[src/rtl/crf_regs.svh]
/*
  Offsets, flag bit positions, reset values and fixed counts of the
  banked core register file. Assumes byte addressing on the register bus,
  one 32-bit word per register.
*/
`ifndef CRF_REGS_SVH
`define CRF_REGS_SVH

// ----------------------------------------------------------------------
// bus offsets (byte addresses)
// ----------------------------------------------------------------------
`define CRF_OFS_BANK0 8'h00
`define CRF_OFS_BANK1 8'h20
`define CRF_OFS_PC 8'h40
`define CRF_OFS_VECTOR_TABLE_BASE 8'h44
`define CRF_OFS_USP 8'h48
`define CRF_OFS_ISP 8'h4c
`define CRF_OFS_FLG 8'h50
`define CRF_OFS_STAT 8'h54

// ----------------------------------------------------------------------
// flag register fields
// ----------------------------------------------------------------------
`define CRF_FLG_C 0
`define CRF_FLG_D 1
`define CRF_FLG_Z 2
`define CRF_FLG_S 3
`define CRF_FLG_B 4
`define CRF_FLG_O 5
`define CRF_FLG_I 6
`define CRF_FLG_U 7
`define CRF_FLG_IPL_LO 12
`define CRF_FLG_IPL_HI 14
`define CRF_FLG_MASK 16'h70ff

// ----------------------------------------------------------------------
// reset values and counts
// ----------------------------------------------------------------------
`define CRF_RST_FLG 16'h0000
`define CRF_RST_WORD24 24'h000000
`define CRF_SWI_U_MAX 6'h1f

`endif

[src/rtl/crf_pkg.sv]
/*
  Types of the banked core register file: register selectors, access
  kinds, result sizes, bus states and the module state record.
  Assumes crf_regs.svh is not needed here.
*/
package crf_pkg;

  // register selector of the execution ports
  typedef enum logic [3:0] {
    CRF_R0 = 4'h0, CRF_R1 = 4'h1, CRF_R2 = 4'h2, CRF_R3 = 4'h3,
    CRF_A0 = 4'h4, CRF_A1 = 4'h5, CRF_SB = 4'h6, CRF_FB = 4'h7,
    CRF_PC = 4'h8, CRF_VECTOR_TABLE_BASE = 4'h9, CRF_SP = 4'ha, CRF_USP = 4'hb,
    CRF_ISP = 4'hc, CRF_FLG = 4'hd, CRF_NONE = 4'hf
  } crf_reg_t;

  // access kind
  typedef enum logic [1:0] {
    CRF_ACC_NAT = 2'h0, // native width of the register
    CRF_ACC_LO8 = 2'h1, // lower byte (data regs zero and one)
    CRF_ACC_HI8 = 2'h2, // upper byte (data regs zero and one)
    CRF_ACC_L32 = 2'h3  // paired long operand
  } crf_acc_t;

  // size of an arithmetic result
  typedef enum logic [1:0] {
    CRF_SZ8 = 2'h0, CRF_SZ16 = 2'h1, CRF_SZ24 = 2'h2, CRF_SZ32 = 2'h3
  } crf_size_t;

  // bus answer states, gray along the path
  typedef enum logic [0:0] {
    CRF_BUS_IDLE = 1'b0,
    CRF_BUS_ACK = 1'b1
  } crf_bus_t;

  typedef struct packed {
    logic [1:0][3:0][15:0] data;  // per bank: four data registers
    logic [1:0][3:0][23:0] addr;  // per bank: a0, a1, static, frame
    logic [23:0] pc;
    logic [23:0] vector_table_base;
    logic [23:0] user_stack_pointer;
    logic [23:0] interrupt_stack_pointer;
    logic [23:0] sp_view;
    logic [15:0] flags;
    logic [31:0] rda;
    logic [31:0] rdb;
    logic accept;
    crf_bus_t bus;
    logic waitreq;
    logic [31:0] rdata;
  } crf_state_t;

endpackage

[src/rtl/crf_core.sv]
/*
  Banked core register file with flag register, stack pointer select,
  interrupt acceptance and an Avalon-MM slave for software access.
  Assumes the execution unit drives synchronous one-cycle requests and
  the bus master holds its request until waitrequest is seen low.
*/
// How it works
// - two banks of eight, one visible
// - bank flag zero/one picks bank zero/one
// - data regs 16 bit, first two byte-split
// - pairs zero+two, one+three form 32 bits
// - address regs 24 bit, general use
// - static and frame base 24 bit
// - program counter 24 bit, next instruction
// - vector table base 24 bit
// - two stack pointers, select flag picks
// - hardware ack or low swi clears select
// - enable flag gates maskable interrupts
// - any interrupt ack clears enable flag
// - three-bit priority level field
// - accept only above current priority level
// - carry updated on each alu flag update
// - zero flag follows zero result
// - sign flag follows negative result
// - overflow flag follows overflow
// - flag register 16 bit, gathers state
`timescale 1ns/100ps
`include "crf_regs.svh"

module crf_core
  import crf_pkg::*;
#(
  parameter int BUS_AW = 8
)(
  // clock and reset
  input wire logic i_ref_clk,
  input wire logic i_sys_rst,
  // read ports
  input wire crf_reg_t i_rda_sel,
  input wire crf_acc_t i_rda_kind,
  input wire crf_reg_t i_rdb_sel,
  input wire crf_acc_t i_rdb_kind,
  output logic [31:0] o_rda_data,
  output logic [31:0] o_rdb_data,
  // write port
  input wire logic i_wr_en,
  input wire crf_reg_t i_wr_sel,
  input wire crf_acc_t i_wr_kind,
  input wire logic [31:0] i_wr_data,
  // program counter
  input wire logic i_pc_load,
  input wire logic [23:0] i_pc_value,
  input wire logic i_pc_adv,
  input wire logic [3:0] i_pc_len,
  // arithmetic flag update
  input wire logic i_alu_upd,
  input wire crf_size_t i_alu_size,
  input wire logic [31:0] i_alu_result,
  input wire logic i_alu_carry,
  input wire logic i_alu_ovf,
  // interrupts
  input wire logic i_irq_req,
  input wire logic i_irq_nmi,
  input wire logic [2:0] i_irq_level,
  input wire logic i_hw_ack,
  input wire logic i_sw_int,
  input wire logic [5:0] i_sw_num,
  output logic o_irq_accept,
  // state views
  output logic [15:0] o_flags,
  output logic [23:0] o_pc,
  output logic [23:0] o_vector_table_base,
  output logic [23:0] o_sp,
  // avalon-mm slave
  input wire logic [BUS_AW-1:0] i_avs_address,
  input wire logic i_avs_read,
  input wire logic i_avs_write,
  input wire logic [31:0] i_avs_writedata,
  input wire logic [3:0] i_avs_byteenable,
  output logic [31:0] o_avs_readdata,
  output logic o_avs_waitrequest
);

  // --------------------------------------------------------------------
  // parameter check
  // --------------------------------------------------------------------
  if (BUS_AW < 7)
  begin : g_bad_aw
    $error("crf_core: BUS_AW must be at least 7");
  end

  crf_state_t st;
  crf_state_t next_st;

  // --------------------------------------------------------------------
  // helpers
  // --------------------------------------------------------------------
  // read one register of the visible bank
  function automatic logic [31:0] read_reg(input crf_state_t s,
                                           input crf_reg_t sel,
                                           input crf_acc_t k);
    logic bk;
    logic [1:0] ix;
    logic [31:0] v;
    bk = s.flags[`CRF_FLG_B];
    ix = sel[1:0];
    v = 32'h00000000;
    unique case (sel)
      CRF_R0, CRF_R1, CRF_R2, CRF_R3:
      begin
        v = {16'h0000, s.data[bk][ix]};
        if (!sel[1] && k == CRF_ACC_LO8)
          v = {24'h000000, s.data[bk][ix][7:0]};
        else if (!sel[1] && k == CRF_ACC_HI8)
          v = {24'h000000, s.data[bk][ix][15:8]};
        else if (!sel[1] && k == CRF_ACC_L32)
          v = {s.data[bk][{1'b1, ix[0]}], s.data[bk][ix]};
      end
      CRF_A0, CRF_A1, CRF_SB, CRF_FB:
        v = {8'h00, s.addr[bk][ix]};
      CRF_PC: v = {8'h00, s.pc};
      CRF_VECTOR_TABLE_BASE: v = {8'h00, s.vector_table_base};
      CRF_SP: v = {8'h00, s.sp_view};
      CRF_USP: v = {8'h00, s.user_stack_pointer};
      CRF_ISP: v = {8'h00, s.interrupt_stack_pointer};
      CRF_FLG: v = {16'h0000, s.flags};
      default: v = 32'h00000000;
    endcase
    return v;
  endfunction

  // byte-lane merge of a bus write
  function automatic logic [31:0] merge(input logic [31:0] old_v,
                                        input logic [31:0] new_v,
                                        input logic [3:0] be);
    logic [31:0] r;
    r = old_v;
    for (int b = 0; b < 4; b++)
    begin
      if (be[b])
        r[b*8 +: 8] = new_v[b*8 +: 8];
    end
    return r;
  endfunction

  // zero and sign of a sized result
  function automatic logic [1:0] zero_sign(input logic [31:0] r,
                                           input crf_size_t sz);
    logic [1:0] zs;
    unique case (sz)
      CRF_SZ8: zs = {r[7:0] == 8'h00, r[7]};
      CRF_SZ16: zs = {r[15:0] == 16'h0000, r[15]};
      CRF_SZ24: zs = {r[23:0] == 24'h000000, r[23]};
      CRF_SZ32: zs = {r == 32'h00000000, r[31]};
    endcase
    return zs;
  endfunction

  // --------------------------------------------------------------------
  // next state
  // --------------------------------------------------------------------
  logic [7:0] bus_ofs;
  logic [BUS_AW+7:0] addr_ext;
  logic [31:0] bus_old;
  logic [31:0] bus_new;
  logic cur_bank;
  logic [1:0] wix;
  logic [1:0] alu_zs;

  always_comb
  begin
    next_st = st;
    addr_ext = {8'h00, i_avs_address};
    bus_ofs = {addr_ext[7:2], 2'b00};
    bus_old = 32'h00000000;
    bus_new = 32'h00000000;
    cur_bank = st.flags[`CRF_FLG_B];
    wix = i_wr_sel[1:0];
    alu_zs = zero_sign(i_alu_result, i_alu_size);

    // registered read ports, old state seen
    next_st.rda = read_reg(st, i_rda_sel, i_rda_kind);
    next_st.rdb = read_reg(st, i_rdb_sel, i_rdb_kind);

    // bus: answer one cycle after the request, write at the ack edge
    unique case (st.bus)
      CRF_BUS_IDLE:
      begin
        if (i_avs_read || i_avs_write)
        begin
          next_st.bus = CRF_BUS_ACK;
          next_st.waitreq = 1'b0;
          next_st.rdata = 32'h00000000;
          if (i_avs_read)
          begin
            if (bus_ofs < `CRF_OFS_PC)
              next_st.rdata = bus_ofs[4]
                ? {8'h00, st.addr[bus_ofs[5]][bus_ofs[3:2]]}
                : {16'h0000, st.data[bus_ofs[5]][bus_ofs[3:2]]};
            else if (bus_ofs == `CRF_OFS_PC)
              next_st.rdata = {8'h00, st.pc};
            else if (bus_ofs == `CRF_OFS_VECTOR_TABLE_BASE)
              next_st.rdata = {8'h00, st.vector_table_base};
            else if (bus_ofs == `CRF_OFS_USP)
              next_st.rdata = {8'h00, st.user_stack_pointer};
            else if (bus_ofs == `CRF_OFS_ISP)
              next_st.rdata = {8'h00, st.interrupt_stack_pointer};
            else if (bus_ofs == `CRF_OFS_FLG)
              next_st.rdata = {16'h0000, st.flags};
            else if (bus_ofs == `CRF_OFS_STAT)
              next_st.rdata = {29'h0, st.accept,
                               st.flags[`CRF_FLG_U],
                               st.flags[`CRF_FLG_B]};
          end
        end
      end
      CRF_BUS_ACK:
      begin
        next_st.bus = CRF_BUS_IDLE;
        next_st.waitreq = 1'b1;
        if (i_avs_write)
        begin
          if (bus_ofs < `CRF_OFS_PC)
          begin
            bus_old = bus_ofs[4]
              ? {8'h00, st.addr[bus_ofs[5]][bus_ofs[3:2]]}
              : {16'h0000, st.data[bus_ofs[5]][bus_ofs[3:2]]};
            bus_new = merge(bus_old, i_avs_writedata, i_avs_byteenable);
            if (bus_ofs[4])
              next_st.addr[bus_ofs[5]][bus_ofs[3:2]] = bus_new[23:0];
            else
              next_st.data[bus_ofs[5]][bus_ofs[3:2]] = bus_new[15:0];
          end
          else if (bus_ofs == `CRF_OFS_PC)
          begin
            bus_new = merge({8'h00, st.pc}, i_avs_writedata,
                            i_avs_byteenable);
            next_st.pc = bus_new[23:0];
          end
          else if (bus_ofs == `CRF_OFS_VECTOR_TABLE_BASE)
          begin
            bus_new = merge({8'h00, st.vector_table_base}, i_avs_writedata,
                            i_avs_byteenable);
            next_st.vector_table_base = bus_new[23:0];
          end
          else if (bus_ofs == `CRF_OFS_USP)
          begin
            bus_new = merge({8'h00, st.user_stack_pointer}, i_avs_writedata,
                            i_avs_byteenable);
            next_st.user_stack_pointer = bus_new[23:0];
          end
          else if (bus_ofs == `CRF_OFS_ISP)
          begin
            bus_new = merge({8'h00, st.interrupt_stack_pointer}, i_avs_writedata,
                            i_avs_byteenable);
            next_st.interrupt_stack_pointer = bus_new[23:0];
          end
          else if (bus_ofs == `CRF_OFS_FLG)
          begin
            bus_new = merge({16'h0000, st.flags}, i_avs_writedata,
                            i_avs_byteenable);
            next_st.flags = bus_new[15:0] & `CRF_FLG_MASK;
          end
        end
      end
    endcase

    // execution write, visible bank only, wins over the bus
    if (i_wr_en)
    begin
      unique case (i_wr_sel)
        CRF_R0, CRF_R1, CRF_R2, CRF_R3:
        begin
          if (!i_wr_sel[1] && i_wr_kind == CRF_ACC_LO8)
            next_st.data[cur_bank][wix][7:0] = i_wr_data[7:0];
          else if (!i_wr_sel[1] && i_wr_kind == CRF_ACC_HI8)
            next_st.data[cur_bank][wix][15:8] = i_wr_data[7:0];
          else if (!i_wr_sel[1] && i_wr_kind == CRF_ACC_L32)
          begin
            next_st.data[cur_bank][wix] = i_wr_data[15:0];
            next_st.data[cur_bank][{1'b1, wix[0]}] = i_wr_data[31:16];
          end
          else
            next_st.data[cur_bank][wix] = i_wr_data[15:0];
        end
        CRF_A0, CRF_A1, CRF_SB, CRF_FB:
          next_st.addr[cur_bank][wix] = i_wr_data[23:0];
        CRF_PC: next_st.pc = i_wr_data[23:0];
        CRF_VECTOR_TABLE_BASE: next_st.vector_table_base = i_wr_data[23:0];
        CRF_SP:
        begin
          if (st.flags[`CRF_FLG_U])
            next_st.user_stack_pointer = i_wr_data[23:0];
          else
            next_st.interrupt_stack_pointer = i_wr_data[23:0];
        end
        CRF_USP: next_st.user_stack_pointer = i_wr_data[23:0];
        CRF_ISP: next_st.interrupt_stack_pointer = i_wr_data[23:0];
        CRF_FLG: next_st.flags = i_wr_data[15:0] & `CRF_FLG_MASK;
        default: next_st.flags = next_st.flags;
      endcase
    end

    // program counter: load wins over advance
    if (i_pc_load)
      next_st.pc = i_pc_value;
    else if (i_pc_adv)
      next_st.pc = st.pc + {20'h00000, i_pc_len};

    // arithmetic flags
    if (i_alu_upd)
    begin
      next_st.flags[`CRF_FLG_C] = i_alu_carry;
      next_st.flags[`CRF_FLG_Z] = alu_zs[1];
      next_st.flags[`CRF_FLG_S] = alu_zs[0];
      next_st.flags[`CRF_FLG_O] = i_alu_ovf;
    end

    // interrupt acceptance against enable flag and level
    next_st.accept = i_irq_req
      && (i_irq_nmi || st.flags[`CRF_FLG_I])
      && (i_irq_level >
          st.flags[`CRF_FLG_IPL_HI:`CRF_FLG_IPL_LO]);

    // acknowledge clears enable and, where due, stack select
    if (i_hw_ack || i_sw_int)
      next_st.flags[`CRF_FLG_I] = 1'b0;
    if (i_hw_ack || (i_sw_int && i_sw_num <= `CRF_SWI_U_MAX))
      next_st.flags[`CRF_FLG_U] = 1'b0;

    // stack view follows the next select flag
    next_st.sp_view = next_st.flags[`CRF_FLG_U] ? next_st.user_stack_pointer
                                                : next_st.interrupt_stack_pointer;
  end

  // --------------------------------------------------------------------
  // state register
  // --------------------------------------------------------------------
  always_ff @(posedge i_ref_clk or posedge i_sys_rst)
  begin
    if (i_sys_rst)
    begin
      st.data <= '0;
      st.addr <= '0;
      st.pc <= `CRF_RST_WORD24;
      st.vector_table_base <= `CRF_RST_WORD24;
      st.user_stack_pointer <= `CRF_RST_WORD24;
      st.interrupt_stack_pointer <= `CRF_RST_WORD24;
      st.sp_view <= `CRF_RST_WORD24;
      st.flags <= `CRF_RST_FLG;
      st.rda <= 32'h00000000;
      st.rdb <= 32'h00000000;
      st.accept <= 1'b0;
      st.bus <= CRF_BUS_IDLE;
      st.waitreq <= 1'b1;
      st.rdata <= 32'h00000000;
    end
    else
      st <= next_st;
  end

  // --------------------------------------------------------------------
  // outputs
  // --------------------------------------------------------------------
  assign o_rda_data = st.rda;
  assign o_rdb_data = st.rdb;
  assign o_irq_accept = st.accept;
  assign o_flags = st.flags;
  assign o_pc = st.pc;
  assign o_vector_table_base = st.vector_table_base;
  assign o_sp = st.sp_view;
  assign o_avs_readdata = st.rdata;
  assign o_avs_waitrequest = st.waitreq;

endmodule // crf_core

[config.mk]
export PLATFORM = sky130hd
export DESIGN_NAME = crf_core
export DESIGN_NICKNAME = d
export VERILOG_FILES = /design/src/rtl/crf_pkg.sv /design/src/rtl/crf_core.sv
export VERILOG_INCLUDE_DIRS = /design/src /design/src/rtl
export SDC_FILE = /design/constraint.sdc
export NUM_CORES = 2
export LEC_CHECK = 0
export BUFFER_PORTS_ARGS = -buffer_cell sky130_fd_sc_hd__buf_4
export CORE_MARGIN = 2
export CORE_UTILIZATION = 45
export CTS_BUF_LIST = sky130_fd_sc_hd__clkbuf_8
export DETAILED_ROUTE_END_ITERATION = 8
export PLACE_DENSITY_LB_ADDON = 0.12
export SLEW_MARGIN = 10
export SYNTH_ARGS = -nofsm -noshare
export SYNTH_HDL_FRONTEND = slang
export SYNTH_SLANG_ARGS = --single-unit
[constraint.sdc]
create_clock -name i_ref_clk -period 26.2 [get_ports i_ref_clk]
set_input_delay 7.86 -clock i_ref_clk [delete_from_list [all_inputs] [get_ports i_ref_clk]]
set_output_delay 7.86 -clock i_ref_clk [all_outputs]
set_load 0.005 [all_outputs]
==> results.ini <==
[finish]
fillers=8128
postLayoutCoreUtil_pct=50.2
seq_area_sq_mm=0.0137
stdcell_count=5457
postLayoutCellArea_sq_mm=0.0426
syn_to_final_growth_pct=11.0
multiInputGateArea_sq_mm=0.0217
final_cell_mix=545 x dfrtp_1, 440 x buf_4, 438 x o21ai_0, 426 x nand2_1, 374 x nor2_1
final_common_cell=dfrtp_1
nets=4403
drive_above_1_share_pct=21.6

[floorplanning]
start_util_pct=45.3
pin_count=365
die_area_sq_mm=0.0878
die_width_um=296
die_h_um=296
core_sq_mm=0.0849
rows=107

[setup_path]
worst_path_max_delay_cell=nor2_2
cp_cell_sequence=buf_4, buf_4, nor2b_1, nand2_1, nor2_2, nand3_1, o21ai_0, o22ai_1
slowest_delay_ns=1.03
crit_arrival_ns=12.01
end_kind=flip-flop
critPathLaunchType=primary input
required_ns=26.83
worst-path-buf-inv=2
crit_type=primary input to flip-flop
crit_fanout=39
crit_path_frequent_cell=buf_4
cp_top_family=simple AND/OR/NAND/NOR gates

[clock_network]
clk_pin_slew_ns=0.06
ctsHoldBuffers=0
post_cts_buffers=0
cts.path.max_buffers=3
cts_buffers=104
cts_tree=built
h-tree-depth=3
clock_latency_ns=0.77
cts_resized=0
numClockSinks=547
cts-root-buf=clkbuf_8

[timing]
layout_min_cycle_time_ns=11.38
tightest_slew_ns=1.50
hold_viol=0
rsz0062_at_grt=no
maxSlewViolCount=1
max_freq_mhz=87.9
post-route-period-util_pct=43.4
finalSetupViolations=0
finClkSkew_ns=0.0433
slew_headroom_pct=-0.887
setup_tns_ns=0

[detailed_routing]
wl_um=202000
route.detailed.drc=0
drt_iter0_drc=6194
via_per_inst=7.10
final_antenna_net_count=0
routedWlPerCell_um=37.0
vias=38700
firstDrtPassIters=8

[placed_design]
dp_hpwl_um=137000
dp_cells=5254
routabilityCongestion=1.00
placed_area_sq_mm=0.0403
port_buffers=340

[global_routing]
grt_pass1_vias=36100
grt_overflow=0
antenna_found_initial=16
track_usage_pct=45.0
grt_pass1_wl_um=279000
grt_max_degree=145

[synth]
ys.flop_type=dfrtp_1
synth_edf_count=0
synthArstFlopShare_pct=100
syn_inst=4247
yosys.cell_types.count=94
yosysSeqAreaShare_pct=35.6
yosys_register_bits=547
ys_warn_count=0
postSynthAreaPerCell_sq_um=9.05
syn_area_sq_mm=0.0384

[outcome]
outcome=complete, but fails checks
violations=max-capacitance violations, max-slew violations

[pwr]
power.density_mw_per_mm2=78.5
leakage_uw=0.0177
power_uw=3350
vdd_drop_max_uv=39.8

[flow_run]
cap_viol_max_count=1

[worst_hold_path]
hold_class=flip-flop to flip-flop

==> final cells by class <==
class                      count  share of cell area [%]
antenna                       12                  0.0704
clock buffer                 135                    4.36
tap                         1144                    3.36
inverter                      24                   0.229
multi-input combinational   3097                    51.0
sequential                   547                    32.1
timing repair buffer         442                    7.84
clock inverter                56                    1.06
==> kinds of logic (layout without fill, tap and decap cells) <==
kind of cell / after synthesis / in the layout / share of synthesized area (%)
other: 1 / 20 / 0.00976
and+or+nand+nor: 1197 / 1197 / 14.1
xor gates and xnor gates: 22 / 22 / 0.501
adders and majority gates: 8 / 8 / 0.280
muxes: 478 / 478 / 17.6
AOI/OAI and AO/OA: 1384 / 1384 / 23.5
buffers and inverters: 610 / 657 / 8.37
DFF: 547 / 547 / 35.6
==> worst paths after layout <==
kind | startpoint | end | slack (ns) | cells after the start
max in group asynchronous | i_sys_rst | st[524] | 15.83 | 5
min in group asynchronous | i_sys_rst | o_vector_table_base[11] | 7.16 | 2
max | i_avs_address[3] | st[487] | 14.82 | 8
max reg2reg | o_flags[4] | o_rda_data[12] | 21.88 | 6
min | o_avs_readdata[22] | o_avs_readdata[22] | 0.49 | 1
min reg2reg | o_avs_readdata[22] | o_avs_readdata[22] | 0.49 | 1
==> cell usage after synthesis (9+ instances only) <==
cell,count,area [sq um]
a221o_1,29,290
buf_1,38,143
mux4_2,148,3330
nor3_1,24,120
nor2b_1,21,131
buf_4,205,1540
o21ai_0,439,2200
o21ai_1,11,55.1
a21o_1,13,97.6
o211ai_1,86,646
mux2i_1,237,2370
o21a_1,19,143
nand2b_1,24,150
o2bb2ai_1,34,298
nand2_1,428,1610
and3_1,29,181
buf_2,63,315
nand3_1,134,671
nor4_1,9,56.3
mux2_2,92,1040
a31oi_1,27,169
and2_1,36,225
or3_1,17,106
clkbuf_1,270,1010
o22ai_1,48,300
dfrtp_1,546,13700
a211oi_1,47,353
nor2_1,386,1450
xnor2_1,15,131
nor3b_1,11,82.6
a22o_1,14,123
nand3b_1,13,97.6
a222oi_1,24,240
a21oi_1,223,1120
o2111ai_1,12,105
buf_6,9,101
a22oi_1,224,1680
o221ai_1,18,158
nand4_1,16,100
inv_1,23,86.3
a221oi_1,44,385
==> power breakdown <==
| part | switching [uW] | total (uW) | internal [uW] |
|---|---|---|---|
| Sequential | 259 | 1310 | 1050 |
| Combinational | 606 | 1080 | 474 |
| Clock | 427 | 959 | 532 |
| Total | 1290 | 3350 | 2050 |
==> registers in the layout, indices dropped and copies added, names as in the netlist, 16 cells and up <==
name                 count
st                     369
o_rdb_data              32
o_pc                    24
o_sp                    24
o_rda_data              32
o_vector_table_base     24
o_avs_readdata          24
o_flags                 16
==> stage by stage <==
stage | hold slack [ns] | setup WS [ns]
after floorplan | 0.447 | 3.05
after global placement | 0.463 | 14.37
after detailed placement | 0.472 | 14.29
after CTS | 0.485 | 15.09
after global routing | 0.499 | 14.87
final | 0.485 | 14.82
==> per-layer routing <==
layer	global-route usage, %	share of wire [%]	vias up
met5	2.49	0.18	-
met4	32.7	8.6	18
met3	16.7	14	782
met2	63.8	41	3213
met1	55.8	36	19100
li1	-	-	15600
Power figures use the tool's default switching activity.
